### src/hdl/flash_guard_regs.svh
// Register offsets, field positions, reset values and timing counts
`ifndef FLASH_GUARD_REGS_SVH
`define FLASH_GUARD_REGS_SVH
`define ADDR_KEY          8'hF5
`define ADDR_DATA         8'hF6
`define ADDR_PROTECT      8'hFA
`define ADDR_EVENT        8'hFB
`define ADDR_PAGE         8'hFC
`define ADDR_ROW          8'hFD
`define ADDR_COL          8'hFE
`define ADDR_PGCTL        8'hFF
`define PROTECT_RESET     8'hFF
`define EVENT_RESET       8'h00
`define PAGE_RESET        8'h00
`define KEY_FIRST         8'hB6
`define KEY_SECOND        8'h49
`define EV_COMPLETION_IRQ_ENABLE       7
`define EV_ERROR_IRQ_ENABLE        6
`define EV_DONE           5
`define EV_WRITE_VIOLATION_FLAG         3
`define EV_ROW_PROGRAM_TIMEOUT_FLAG         2
`define EV_PAGE_ERASE_VIOLATION_FLAG         1
`define EV_FULL_ERASE_VIOLATION_FLAG       0
`define PAGE_INFO_BIT     7
`define PGCTL_ROW         2
`define PGCTL_PAGE        1
`define PGCTL_MASS        0
`define ROW_PROGRAM_GO_TIMEOUT   4864
`define BLOCK_SHIFT       15
`endif

### src/hdl/flash_guard_pkg.sv
// Types shared by the flash protection block
package flash_guard_pkg;
  typedef enum logic [1:0] {
    key_locked,
    key_half,
    key_open
  } key_state_e;
  typedef logic [7:0] byte_t;
endpackage

### src/hdl/row_program_timer.sv
// Row program timeout counter in flash controller clocks
`timescale 1ns/1ps
`include "flash_guard_regs.svh"
module row_program_timer #(
  parameter int LIMIT = `ROW_PROGRAM_GO_TIMEOUT
) (
  input  wire logic clk_sys_in,
  input  wire logic sys_rst_in,
  input  wire logic active_in,
  input  wire logic fclk_tick_in,
  output logic      expire_out
);
  // Counter is 13 bits wide; a limit past 8192 would wrap in the compare and expire early
  if (LIMIT < 2 || LIMIT > 8191) begin : g_bad_limit
    $error("row_program_timer: LIMIT out of range");
  end

  logic [12:0] count;
  logic [12:0] next_count;
  logic        next_expire;

  // Counts controller ticks while programming; restarts when idle
  always_comb begin
    next_count  = count;
    next_expire = 1'b0;
    if (!active_in) begin
      next_count = 13'h0000;
    end else if (fclk_tick_in) begin
      if (count == 13'(LIMIT - 1)) begin
        next_expire = 1'b1;
        next_count  = 13'h0000;
      end else begin
        next_count = count + 13'h0001;
      end
    end
  end

  always_ff @(posedge clk_sys_in) begin
    if (sys_rst_in) begin
      count      <= 13'h0000;
      expire_out <= 1'b0;
    end else begin
      count      <= next_count;
      expire_out <= next_expire;
    end
  end
endmodule

### src/hdl/flash_protect_irq_page_select.sv
// Flash protection mask, event/interrupt register and page select
//
// Summary of operation
// - Eight 32 KB blocks; a set mask bit blocks writes and erases there.
// - Mask bit n guards the range starting at n times 8000h.
// - Reset sets all eight mask bits, protecting every block.
// - Boot block protected when write-protect pin low or mask bit 0 set.
// - Mask writes need the key; a locked write forces the mask to FFh.
// - Info page has no mask bit; excluded from mass erase unless selected.
// - Completion flag sets when page erase, mass erase or row program ends well.
// - Row program not done in 4864 controller clocks is aborted and flagged.
// - Write to a protected block is dropped and write violation flagged.
// - Page erase of a protected block is dropped and flagged.
// - Mass erase with any block protected is dropped and flagged.
// - With write-protect asserted, boot page erase or mass erase fails, flagged.
// - Two interrupt sources, completion and error, each with its enable.
// - Error enable lets any of four error flags raise the interrupt.
// - Event layout: enables 7,6; done 5; reserved 4; errors 3 to 0.
// - Reading event register clears bits 5 and 3..0, keeps enables.
// - Page bit 7 selects info page for access/erase and includes it in mass erase.
// - Low seven bits pick one of 128 main pages; ignored for info page.
// - Each data register access increments the column; its carry steps row, then page.
// - Page and mass erase control bits self-clear on completion.
`timescale 1ns/1ps
`include "flash_guard_regs.svh"
module flash_protect_irq_page_select #(
  parameter int ROW_TIMEOUT = `ROW_PROGRAM_GO_TIMEOUT
) (
  input  wire logic       clk_sys_in,
  input  wire logic       sys_rst_in,
  input  wire logic [7:0] io_addr_in,
  input  wire logic [7:0] io_wdata_in,
  input  wire logic       io_wr_in,
  input  wire logic       io_rd_in,
  output logic [7:0]      io_rdata_out,
  input  wire logic       write_protect_n_in,
  input  wire logic       fclk_tick_in,
  input  wire logic       page_erase_done_in,
  input  wire logic       mass_erase_done_in,
  input  wire logic       row_program_done_in,
  input  wire logic       flash_write_req_in,
  input  wire logic [17:0] flash_write_addr_in,
  output logic            flash_write_grant_out,
  output logic            page_erase_go_out,
  output logic            mass_erase_go_out,
  output logic            row_program_go_out,
  output logic            mass_include_info_out,
  output logic            info_select_out,
  output logic [6:0]      page_out,
  output logic [2:0]      row_out,
  output logic [7:0]      col_out,
  output logic            irq_out
);
  if (ROW_TIMEOUT < 2 || ROW_TIMEOUT > 8191) begin : g_bad_timeout
    $error("ROW_TIMEOUT out of range");
  end

  // Block index of an 18-bit flash offset
  function automatic logic [2:0] block_of(input logic [17:0] a);
    block_of = a[17:`BLOCK_SHIFT];
  endfunction

  // Register select decode used by both read and write paths
  function automatic logic hit(input logic [7:0] a, input logic [7:0] r);
    hit = (a == r);
  endfunction

  // Write-protect pin from outside: three-stage synchroniser
  logic [2:0] wp_sync;
  logic       wp_asserted;
  logic       next_wp_asserted;
  always_comb begin
    next_wp_asserted = wp_asserted;
    if (wp_sync[1] == wp_sync[2]) next_wp_asserted = !wp_sync[2];
  end
  always_ff @(posedge clk_sys_in) begin
    if (sys_rst_in) begin
      wp_sync     <= 3'h7;
      wp_asserted <= 1'b0;
    end else begin
      wp_sync     <= {wp_sync[1:0], write_protect_n_in};
      wp_asserted <= next_wp_asserted;
    end
  end

  flash_guard_pkg::key_state_e key_state;
  flash_guard_pkg::key_state_e next_key_state;
  flash_guard_pkg::byte_t      protect;
  flash_guard_pkg::byte_t      next_protect;
  flash_guard_pkg::byte_t      event_reg;
  flash_guard_pkg::byte_t      next_event_reg;
  flash_guard_pkg::byte_t      page_sel;
  flash_guard_pkg::byte_t      next_page_sel;
  logic [2:0] row;
  logic [2:0] next_row;
  logic [7:0] col;
  logic [7:0] next_col;
  logic [2:0] pgctl;
  logic [2:0] next_pgctl;
  logic [7:0] next_rdata;
  logic       row_timeout;

  logic wr_key;
  logic wr_prot;
  logic wr_page;
  logic wr_row;
  logic wr_col;
  logic wr_pgctl;
  logic rd_event;
  logic data_acc;
  assign wr_key   = io_wr_in && hit(io_addr_in, `ADDR_KEY);
  assign wr_prot  = io_wr_in && hit(io_addr_in, `ADDR_PROTECT);
  assign wr_page  = io_wr_in && hit(io_addr_in, `ADDR_PAGE);
  assign wr_row   = io_wr_in && hit(io_addr_in, `ADDR_ROW);
  assign wr_col   = io_wr_in && hit(io_addr_in, `ADDR_COL);
  assign wr_pgctl = io_wr_in && hit(io_addr_in, `ADDR_PGCTL);
  assign rd_event = io_rd_in && hit(io_addr_in, `ADDR_EVENT);
  assign data_acc = (io_wr_in || io_rd_in) && hit(io_addr_in, `ADDR_DATA);

  // Effective protection per block; the pin adds to bit 0
  logic [7:0] eff_protect;
  assign eff_protect = {protect[7:1], protect[0] | wp_asserted};

  // Page erase target block; the info page carries no mask bit
  logic       page_blocked;
  assign page_blocked = !page_sel[`PAGE_INFO_BIT] &&
                        eff_protect[page_sel[6:4]];
  // Any set bit, or the pin, blocks a mass erase
  logic       mass_blocked;
  assign mass_blocked = |eff_protect;

  // Attempted starts from a control register write
  logic page_start;
  logic mass_start;
  assign page_start = wr_pgctl && io_wdata_in[`PGCTL_PAGE] && !pgctl[`PGCTL_PAGE];
  assign mass_start = wr_pgctl && io_wdata_in[`PGCTL_MASS] && !pgctl[`PGCTL_MASS];

  assign flash_write_grant_out = flash_write_req_in &&
                                 !eff_protect[block_of(flash_write_addr_in)];

  // Key sequencer; any other write to the key register relocks
  always_comb begin
    next_key_state = key_state;
    if (wr_key) begin
      unique case (key_state)
        flash_guard_pkg::key_locked:
          next_key_state = (io_wdata_in == `KEY_FIRST) ? flash_guard_pkg::key_half
                                                       : flash_guard_pkg::key_locked;
        flash_guard_pkg::key_half:
          next_key_state = (io_wdata_in == `KEY_SECOND) ? flash_guard_pkg::key_open
                                                        : flash_guard_pkg::key_locked;
        flash_guard_pkg::key_open:
          next_key_state = (io_wdata_in == `KEY_FIRST) ? flash_guard_pkg::key_half
                                                       : flash_guard_pkg::key_locked;
        default: next_key_state = flash_guard_pkg::key_locked; // Unused code relocks
      endcase
    end else if (wr_prot) begin
      next_key_state = flash_guard_pkg::key_locked; // Unlock covers one write only
    end
  end

  // Protection mask
  always_comb begin
    next_protect = protect;
    if (wr_prot) begin
      if (key_state == flash_guard_pkg::key_open) next_protect = io_wdata_in;
      else next_protect = `PROTECT_RESET;
    end
  end

  // Program control bits; erases self-clear on done, rejected starts never set
  always_comb begin
    next_pgctl = pgctl;
    if (page_start && !page_blocked) next_pgctl[`PGCTL_PAGE] = 1'b1;
    if (mass_start && !mass_blocked) next_pgctl[`PGCTL_MASS] = 1'b1;
    if (wr_pgctl) next_pgctl[`PGCTL_ROW] = io_wdata_in[`PGCTL_ROW];
    if (page_erase_done_in) next_pgctl[`PGCTL_PAGE] = 1'b0;
    if (mass_erase_done_in) next_pgctl[`PGCTL_MASS] = 1'b0;
    if (row_program_done_in || row_timeout) next_pgctl[`PGCTL_ROW] = 1'b0;
  end

  // Event register: clear on read first, then new events win
  always_comb begin
    next_event_reg = event_reg;
    if (io_wr_in && hit(io_addr_in, `ADDR_EVENT)) begin
      next_event_reg[`EV_COMPLETION_IRQ_ENABLE] = io_wdata_in[`EV_COMPLETION_IRQ_ENABLE];
      next_event_reg[`EV_ERROR_IRQ_ENABLE]  = io_wdata_in[`EV_ERROR_IRQ_ENABLE];
    end
    if (rd_event) begin
      next_event_reg[`EV_DONE]        = 1'b0;
      next_event_reg[`EV_WRITE_VIOLATION_FLAG:0]    = 4'h0;
    end
    next_event_reg[4] = 1'b0;
    if ((page_erase_done_in && pgctl[`PGCTL_PAGE]) ||
        (mass_erase_done_in && pgctl[`PGCTL_MASS]) ||
        (row_program_done_in && pgctl[`PGCTL_ROW]))
      next_event_reg[`EV_DONE] = 1'b1;
    if (flash_write_req_in && !flash_write_grant_out)
      next_event_reg[`EV_WRITE_VIOLATION_FLAG] = 1'b1;
    if (row_timeout) next_event_reg[`EV_ROW_PROGRAM_TIMEOUT_FLAG] = 1'b1;
    if (page_start && page_blocked) next_event_reg[`EV_PAGE_ERASE_VIOLATION_FLAG] = 1'b1;
    if (mass_start && mass_blocked) next_event_reg[`EV_FULL_ERASE_VIOLATION_FLAG] = 1'b1;
  end

  // Page, row and column address with autoincrement on data access
  always_comb begin
    next_page_sel = page_sel;
    next_row      = row;
    next_col      = col;
    if (wr_page) next_page_sel = io_wdata_in;
    if (wr_row) next_row = io_wdata_in[2:0];
    if (wr_col) next_col = io_wdata_in;
    if (data_acc) begin
      next_col = col + 8'h01;
      if (col == 8'hFF) begin
        next_row = row + 3'h1;
        if (row == 3'h7) next_page_sel[6:0] = page_sel[6:0] + 7'h01;
      end
    end
  end

  // Read data mux; unmapped offsets read zero
  always_comb begin
    next_rdata = 8'h00;
    if (io_rd_in) begin
      unique case (io_addr_in)
        `ADDR_PROTECT: next_rdata = protect;
        `ADDR_EVENT:   next_rdata = event_reg;
        `ADDR_PAGE:    next_rdata = page_sel;
        `ADDR_ROW:     next_rdata = {5'h00, row};
        `ADDR_COL:     next_rdata = col;
        `ADDR_PGCTL:   next_rdata = {5'h00, pgctl};
        default:       next_rdata = 8'h00;
      endcase
    end
  end

  // Key sequencer state; reset leaves the mask locked
  always_ff @(posedge clk_sys_in) begin
    if (sys_rst_in) begin
      key_state <= flash_guard_pkg::key_locked;
    end else begin
      key_state <= next_key_state;
    end
  end

  // Protection mask; reset guards every block
  always_ff @(posedge clk_sys_in) begin
    if (sys_rst_in) begin
      protect <= `PROTECT_RESET;
    end else begin
      protect <= next_protect;
    end
  end

  // Program control bits
  always_ff @(posedge clk_sys_in) begin
    if (sys_rst_in) begin
      pgctl <= 3'h0;
    end else begin
      pgctl <= next_pgctl;
    end
  end

  // Event flags and interrupt enables
  always_ff @(posedge clk_sys_in) begin
    if (sys_rst_in) begin
      event_reg <= `EVENT_RESET;
    end else begin
      event_reg <= next_event_reg;
    end
  end

  // Page, row and column address registers
  always_ff @(posedge clk_sys_in) begin
    if (sys_rst_in) begin
      page_sel <= `PAGE_RESET;
      row      <= 3'h0;
      col      <= 8'h00;
    end else begin
      page_sel <= next_page_sel;
      row      <= next_row;
      col      <= next_col;
    end
  end

  // Read data; zero between reads so no stale value lingers on the bus
  always_ff @(posedge clk_sys_in) begin
    if (sys_rst_in) begin
      io_rdata_out <= 8'h00;
    end else begin
      io_rdata_out <= next_rdata;
    end
  end

  row_program_timer #(
    .LIMIT(ROW_TIMEOUT)
  ) u_row_timer (
    .clk_sys_in  (clk_sys_in),
    .sys_rst_in  (sys_rst_in),
    .active_in   (pgctl[`PGCTL_ROW]),
    .fclk_tick_in(fclk_tick_in),
    .expire_out  (row_timeout)
  );

  // Outputs toward the erase/program sequencer and interrupt controller
  assign page_erase_go_out     = pgctl[`PGCTL_PAGE];
  assign mass_erase_go_out     = pgctl[`PGCTL_MASS];
  assign row_program_go_out    = pgctl[`PGCTL_ROW];
  assign mass_include_info_out = page_sel[`PAGE_INFO_BIT];
  assign info_select_out       = page_sel[`PAGE_INFO_BIT];
  assign page_out              = page_sel[`PAGE_INFO_BIT] ? 7'h00 : page_sel[6:0];
  assign row_out               = row;
  assign col_out               = col;
  assign irq_out = (event_reg[`EV_COMPLETION_IRQ_ENABLE] && event_reg[`EV_DONE]) ||
                   (event_reg[`EV_ERROR_IRQ_ENABLE] && |event_reg[`EV_WRITE_VIOLATION_FLAG:0]);
endmodule

### config.mk
export PLATFORM = sky130hd
export DESIGN_NAME = flash_protect_irq_page_select
export DESIGN_NICKNAME = d
export VERILOG_FILES = /design/src/hdl/flash_guard_pkg.sv /design/src/hdl/row_program_timer.sv /design/src/hdl/flash_protect_irq_page_select.sv
export VERILOG_INCLUDE_DIRS = /design/src /design/src/hdl
export SDC_FILE = /design/constraint.sdc
export NUM_CORES = 1
export LEC_CHECK = 0
export ABC_AREA = 1
export BUFFER_PORTS_ARGS = -buffer_cell sky130_fd_sc_hd__buf_2
export CORE_ASPECT_RATIO = 1.1
export CORE_MARGIN = 3
export CORE_UTILIZATION = 61
export CTS_BUF_LIST = sky130_fd_sc_hd__clkbuf_2
export DETAILED_ROUTE_END_ITERATION = 10
export GPL_ROUTABILITY_DRIVEN = 0
export PLACE_DENSITY_LB_ADDON = 0.3
export SLEW_MARGIN = 20
export SYNTH_ARGS = -nofsm -noshare
export SYNTH_HDL_FRONTEND = slang
export SYNTH_HIERARCHICAL = 1
export SYNTH_SLANG_ARGS = --single-unit
### constraint.sdc
create_clock -name clk_sys_in -period 2.6 [get_ports clk_sys_in]
set_input_delay 0 -clock clk_sys_in [delete_from_list [all_inputs] [get_ports clk_sys_in]]
set_output_delay 0 -clock clk_sys_in [all_outputs]
set_load 0.01 [all_outputs]
-- Yosys cells after proc, flatten, opt, wreduce, memory -nomap -nowiden
Cells that the tools add are included.
- bits in read-only memories: 0
- word-level logic and storage cells: 132
- latch bits: 0
- bits in writable memories: 0
- bits in registers: 66
- input port bits: 44
- memories kept: 0
- output and inout port bits: 33
- $add $sub $neg: 4
- order comparisons: 2
- equal/unequal tests: 16
- reductions and logical operators: 55
- shift operators: 0
- multiply operators: 0
- bitwise gates (word level): 4
- divide/modulo/power cells: 0
- multiplexer cells: 30
- operators by type and width (cell ; number):
    == test 8 bit (second input constant) ; 10
    one-hot mux 8 bit (6 select lines) ; 1
    two-way mux 7 bit ; 5
    logical AND 1 bit ; 25
    two-way mux 8 bit ; 3
    nonzero test 2 bit ; 7
    adder 13 x 1 -> 13 bit (second input constant) ; 1
    == test 13 bit (second input constant) ; 1
    two-way mux 13 bit ; 1
    OR reduction 2 bit ; 6
    two-way mux 1 bit ; 10
    two-way mux 3 bit ; 3
    adder 8 x 1 -> 8 bit (second input constant) ; 1
    == test 8 x 7 -> 1 bit (second input constant) ; 1
    logical NOT 1 bit ; 8
    < comparator 3 x 4 -> 1 bit (second input constant) ; 2
    OR reduction 8 bit ; 1
    adder 7 x 1 -> 7 bit (second input constant) ; 1
    binary-select mux 1 bit (select 3 bit) ; 2
    two-way mux 2 bit ; 3
    logical OR 1 bit ; 5
    two-way mux 4 bit ; 1
    one-hot mux 2 bit (2 select lines) ; 1
    OR reduction 4 bit ; 1
    other kinds (9) ; 11

-- Longest topological paths before layout
- word-level depth: 8
- depth in mapped cells: 11
- gate-level depth less buffers: 10

-- By module
The synthesis kept the hierarchy.
- modules (own cells, without submodules) (module ; seq. area each (µm²) ; area each (µm²) ; cells each ; instances):
    flash_protect_irq_page_select ; 1021.0 ; 2997.9 ; 470 ; 1
    row_program_timer ; 280.3 ; 716.9 ; 95 ; 1

-- Worst setup path before layout
OpenSTA, ideal clock, no wires.
- path type: register to register
- from: register col[0], in the netlist col_out[0]
- to: register page_sel[6]
- data arrival time: 1.416 ns
- path slack: 1.068 ns
- setup time: 0.116 ns
- period minus slack after synthesis: 1.532 ns
- buffers on the path: 1
- data required time: 2.484 ns
- cell stages (with the launch flop): 10
- cell sequence: dfxtp_1 ha_1 nand2_1 inv_1 nand2_1 nor2_1 nand3_2 buf_6 o21ai_0 nor2_1
- cells in the longest elaborated chain, start to end: 3
- RTL lines (what ; line ; RTL):
    from (decl) ; flash_protect_irq_page_select.sv:96 ; logic [7:0] col;
    from (signal assigned) ; flash_protect_irq_page_select.sv:283 ; col <= next_col;
    == test 8 bit ; flash_protect_irq_page_select.sv:215 ; if (col == 8'hFF) begin
    two-way mux 7 bit ; flash_protect_irq_page_select.sv:215 ;
    two-way mux 7 bit ; flash_protect_irq_page_select.sv:213 ; if (data_acc) begin
    to (signal assigned) ; flash_protect_irq_page_select.sv:277 ; page_sel <= `PAGE_RESET;
    to (signal assigned) ; flash_protect_irq_page_select.sv:281 ; page_sel <= next_page_sel;
    to (decl) ; flash_protect_irq_page_select.sv:92 ; flash_guard_pkg::byte_t page_sel;
Every way passes these cells.
A chain may end at the register's enable or synchronous reset.

-- Final worst setup path
- from: register wp_asserted
- to: register event_reg[3]
- cells in the longest elaborated chain, start to end: 8
- elaborated cells between the ends (all ways): 9
- classes of those cells: mux: 3; bitwise: 1; reduce/logical: 5
- RTL lines (what ; line ; RTL):
    from (decl) ; flash_protect_irq_page_select.sv:70 ; logic wp_asserted;
    from (signal assigned) ; flash_protect_irq_page_select.sv:82 ; wp_asserted <= next_wp_asserted;
    bitwise OR 1 bit * ; flash_protect_irq_page_select.sv:122 ; assign eff_protect = {protect[7:1], protect[0] | wp_asserted};
    binary-select mux 1 bit (select 3 bit) * ; flash_protect_irq_page_select.sv:139 ; !eff_protect[block_of(flash_write_addr_in)];
    two-way mux 1 bit (implied by the code) * ; flash_protect_irq_page_select.sv:139 ;
    logical NOT 1 bit * ; flash_protect_irq_page_select.sv:139 ;
    logical AND 1 bit * ; flash_protect_irq_page_select.sv:138 ; assign flash_write_grant_out = flash_write_req_in &&
    logical NOT 1 bit * ; flash_protect_irq_page_select.sv:198 ; if (flash_write_req_in && !flash_write_grant_out)
    logical AND 1 bit * ; flash_protect_irq_page_select.sv:198 ;
    two-way mux 1 bit or nonzero test 2 bit (tied branches) ; n/a ;
    to (signal assigned) ; flash_protect_irq_page_select.sv:268 ; event_reg <= `EVENT_RESET;
    to (signal assigned) ; flash_protect_irq_page_select.sv:270 ; event_reg <= next_event_reg;
    to (decl) ; flash_protect_irq_page_select.sv:90 ; flash_guard_pkg::byte_t event_reg;
Every way passes the cells marked *; elsewhere a longest branch is shown, timed or not. The select of a mux whose other input is x is not followed.

==> impl_metrics.env <==
export IMPL_status="completed"
export IMPL_cts_tree="yes"
export IMPL_critical_path_class="reg -> reg"
export IMPL_fp_coreArea_um2=5840
export IMPL_worstHoldPathType="in -> reg"
export IMPL_die_width_um=80.4
export IMPL_syn_avg_cell_area_um2=6.57
export IMPL_crit_path_max_incr_delay_ps=570
export IMPL_via_per_inst=5.74
export IMPL_worst_hold_slack_ps=95.5
export IMPL_drc=0
export IMPL_peakVddDrop_uv=339
export IMPL_yosys_area_share_simple_pct=38.8
export IMPL_crit_buf_inv=2
export IMPL_die_area_um2=7060
export IMPL_grt_pass1_vias=3933
export IMPL_drive_above_1_share_pct=16.0
export IMPL_finish_net_count=702
export IMPL_io_buffers=61
export IMPL_synth_edff_count=0
export IMPL_synth_cells_most_frequent="119 x nand2_1, 88 x nor2_1, 71 x inv_1"
export IMPL_synth_warning_count=6
export IMPL_comb_power_share_pct=8.8
export IMPL_grt_pass1_wl_mm=17.7
export IMPL_finalSetupViolCount=0
export IMPL_grt_max_degree=26
export IMPL_yosysTopAreaCell="dfxtp_1"
export IMPL_critPathLaunchType="flop"
export IMPL_fmax_mhz=459
export IMPL_crit_fanout=4
export IMPL_hold_buffers=30
export IMPL_htreeDepth=3
export IMPL_grt_usage_pct=32.2
export IMPL_cts_root_buffer="clkbuf_2"
export IMPL_switchingPower_uw=441
export IMPL_p_int_uw=1180
export IMPL_seq_area_frac_synth_pct=35.0
export IMPL_clkPwrFrac_pct=29.4
export IMPL_fin_crit_ps=2180
export IMPL_ys_ff_latch=65
export IMPL_drt_wirelength_per_cell_um=14.7
export IMPL_largest_register="u_row_timer/count"
export IMPL_cts_buffers=9
export IMPL_antenna_found_initial=0
export IMPL_synth_top_area_share_pct=35.0
export IMPL_period_share_pct=83.8
export IMPL_first_iter_violations=459
export IMPL_synth_area_top_cells="dfxtp_1 35%, nand2_1 12%, nor2_1 8.9%, nand3_1 7.5%, inv_1 7.2%"
export IMPL_crit_path_end_kind="flop"
export IMPL_sequentialPowerShare_pct=61.9
export IMPL_diodes=0
export IMPL_cts_setup_buffers=0
export IMPL_start_util_pct=63.6
export IMPL_largest_reg_flops=13
export IMPL_skew_ps=37.8
export IMPL_tightestPinTransition_ps=846
export IMPL_synth_compound_area_share_pct=11.4
export IMPL_dominantRegCellSynth="dfxtp_1"
export IMPL_ant_nets=0
export IMPL_fin_setup_tns_ps=0
export IMPL_synthAdderAreaFrac_pct=1.68
export IMPL_synth_nets=614
export IMPL_path_clk_slew_ps=180
export IMPL_synthDistinctLibCells=35
export IMPL_netlist_area_um2=3710
export IMPL_first_pass_iters=8
export IMPL_async_flop_share_pct=0
export IMPL_synth_top_family_by_area="simple AND/OR/NAND/NOR gates"
export IMPL_dp_hpwl_mm=7.58
export IMPL_ctsResizeCount=0
export IMPL_syn_inst=565
export IMPL_synth_xor_area_share_pct=3.07
export IMPL_grt_setup_unrepaired="no"
export IMPL_crit_chain="nor2_1 > o21ai_0 > nand3b_1 > nand2_1 > nand2_1 > dlygate4sd3_1 > a21oi_1 > dlygate4sd3_1"
export IMPL_powerDensity_nw_per_um2=368
export IMPL_maxSlewHeadroom_pct=43.5
export IMPL_die_height_um=87.8
export IMPL_vias=4213
export IMPL_finalHoldViolations=0
export IMPL_io_pins=77
export IMPL_area_growth_pct=18.7
export IMPL_slew_viol_final=0
export IMPL_path_delay_family="buffers and inverters"
export IMPL_netSwitchingFraction_pct=27.1
export IMPL_wl_mm=10.8
export IMPL_insertion_delay_ps=500
export IMPL_clock_sinks=65
export IMPL_clk_path_buf_depth=2
export IMPL_power_leakage_uw=0.00210
export IMPL_grt_overflow_total=0
export IMPL_cap_violations=0
export IMPL_cp_required_ps=3040
export IMPL_muxShareOfSynthArea_pct=0
export IMPL_yosysMostFrequentCell="nand2_1"
export IMPL_rows=29
export IMPL_critPathSlowestCell="dlygate4sd3_1"
export IMPL_critical_path_arrival_ps=2620
## area by class of cell
| class | count | area, um^2 |
|---|---|---|
| Clock inverter | 4 | 21.3 |
| Sequential cell | 65 | 1300 |
| Clock buffer | 11 | 55.1 |
| Inverter | 74 | 278 |
| Tap cell | 77 | 96.3 |
| Multi-Input combinational cell | 411 | 2040 |
| Fill cell | 452 | 1430 |
| Timing Repair Buffer | 92 | 613 |
## final timing paths
path | cells past startpoint | from | slack [ps] | end
max | 8 | wp_asserted | 420 | event_reg[3]
min | 7 | io_addr_in[7] | 100 | col_out[1]
max reg2reg | 8 | wp_asserted | 420 | event_reg[3]
min reg2reg | 1 | wp_sync[2] | 420 | wp_asserted
## cells in the final DEF (no fill, tap or decap)
cell type,Yosys,routed
dlygate4sd3_1,0,30
o211a_1,1,1
nand2_4,3,3
nor4_1,1,1
a21oi_1,27,27
o22ai_1,8,8
nand3_2,3,3
dfxtp_1,65,65
nand4_1,18,18
a211oi_1,1,1
nand2_2,6,6
o211ai_1,6,6
clkbuf_2,0,11
nor2_4,3,3
a31oi_1,1,1
clkinv_2,0,2
nor2_2,5,5
clkinvlp_4,0,1
nand2_1,119,119
inv_2,2,2
nor2_1,88,88
nand3_1,56,56
ha_1,5,5
buf_4,5,1
nor3_4,1,1
inv_1,71,71
nor3_1,9,9
nand3b_1,1,1
a22o_1,1,1
o21ai_1,6,6
xor2_1,13,13
clkinv_1,1,2
buf_2,2,61
o21ai_0,23,23
o21ai_4,1,1
or2_2,5,5
## power groups by stage
stage / sequential (uW) / combinational, uW / clock [uW]
2_1_floorplan: 1020 / 53.2 / 0
3_3_place_gp: 1020 / 106 / 0
3_5_place_dp: 1020 / 108 / 0
4_1_cts: 1000 / 137 / 492
5_1_grt: 1010 / 154 / 528
6_report: 1000 / 142 / 477
## worst reg2reg max path, stage by stage, from the launching register on
cell           delay [ps]
dfxtp_1               430
nor2_1                 80
o21ai_0               160
nand3b_1               90
nand2_1                80
nand2_1                50
dlygate4sd3_1         570
a21oi_1               130
dlygate4sd3_1         550
## routing by layer
layer  GRT usage (%)  share of wire [%]
met1            35.5                 37
met5               0                  0
met4            20.6                5.7
met3            6.48                7.9
met2            56.3                 49
## cells by family (layout without fill, tap and decap cells)
kind of cell	after synthesis	count (layout)
AOI/OAI and AO/OA	75	75
xor gates and xnor gates	13	13
adders and majority gates	5	5
buffers and inverters	89	181
DFF	65	65
and+or+nand+nor	318	318
## through the flow
step	util, %	total power [uW]	worst slack, ps	std cells	cell area, um^2
floorplan	-	1080	1070	565	3710
detailed placement	69.0	1130	904	689	4030
finish	75.5	1620	422	734	4410
global route	75.5	1690	258	734	4410
CTS	75.5	1630	437	734	4410
global placement	69.0	1130	921	689	4030
No activity file was read; power rests on OpenSTA's default activity.
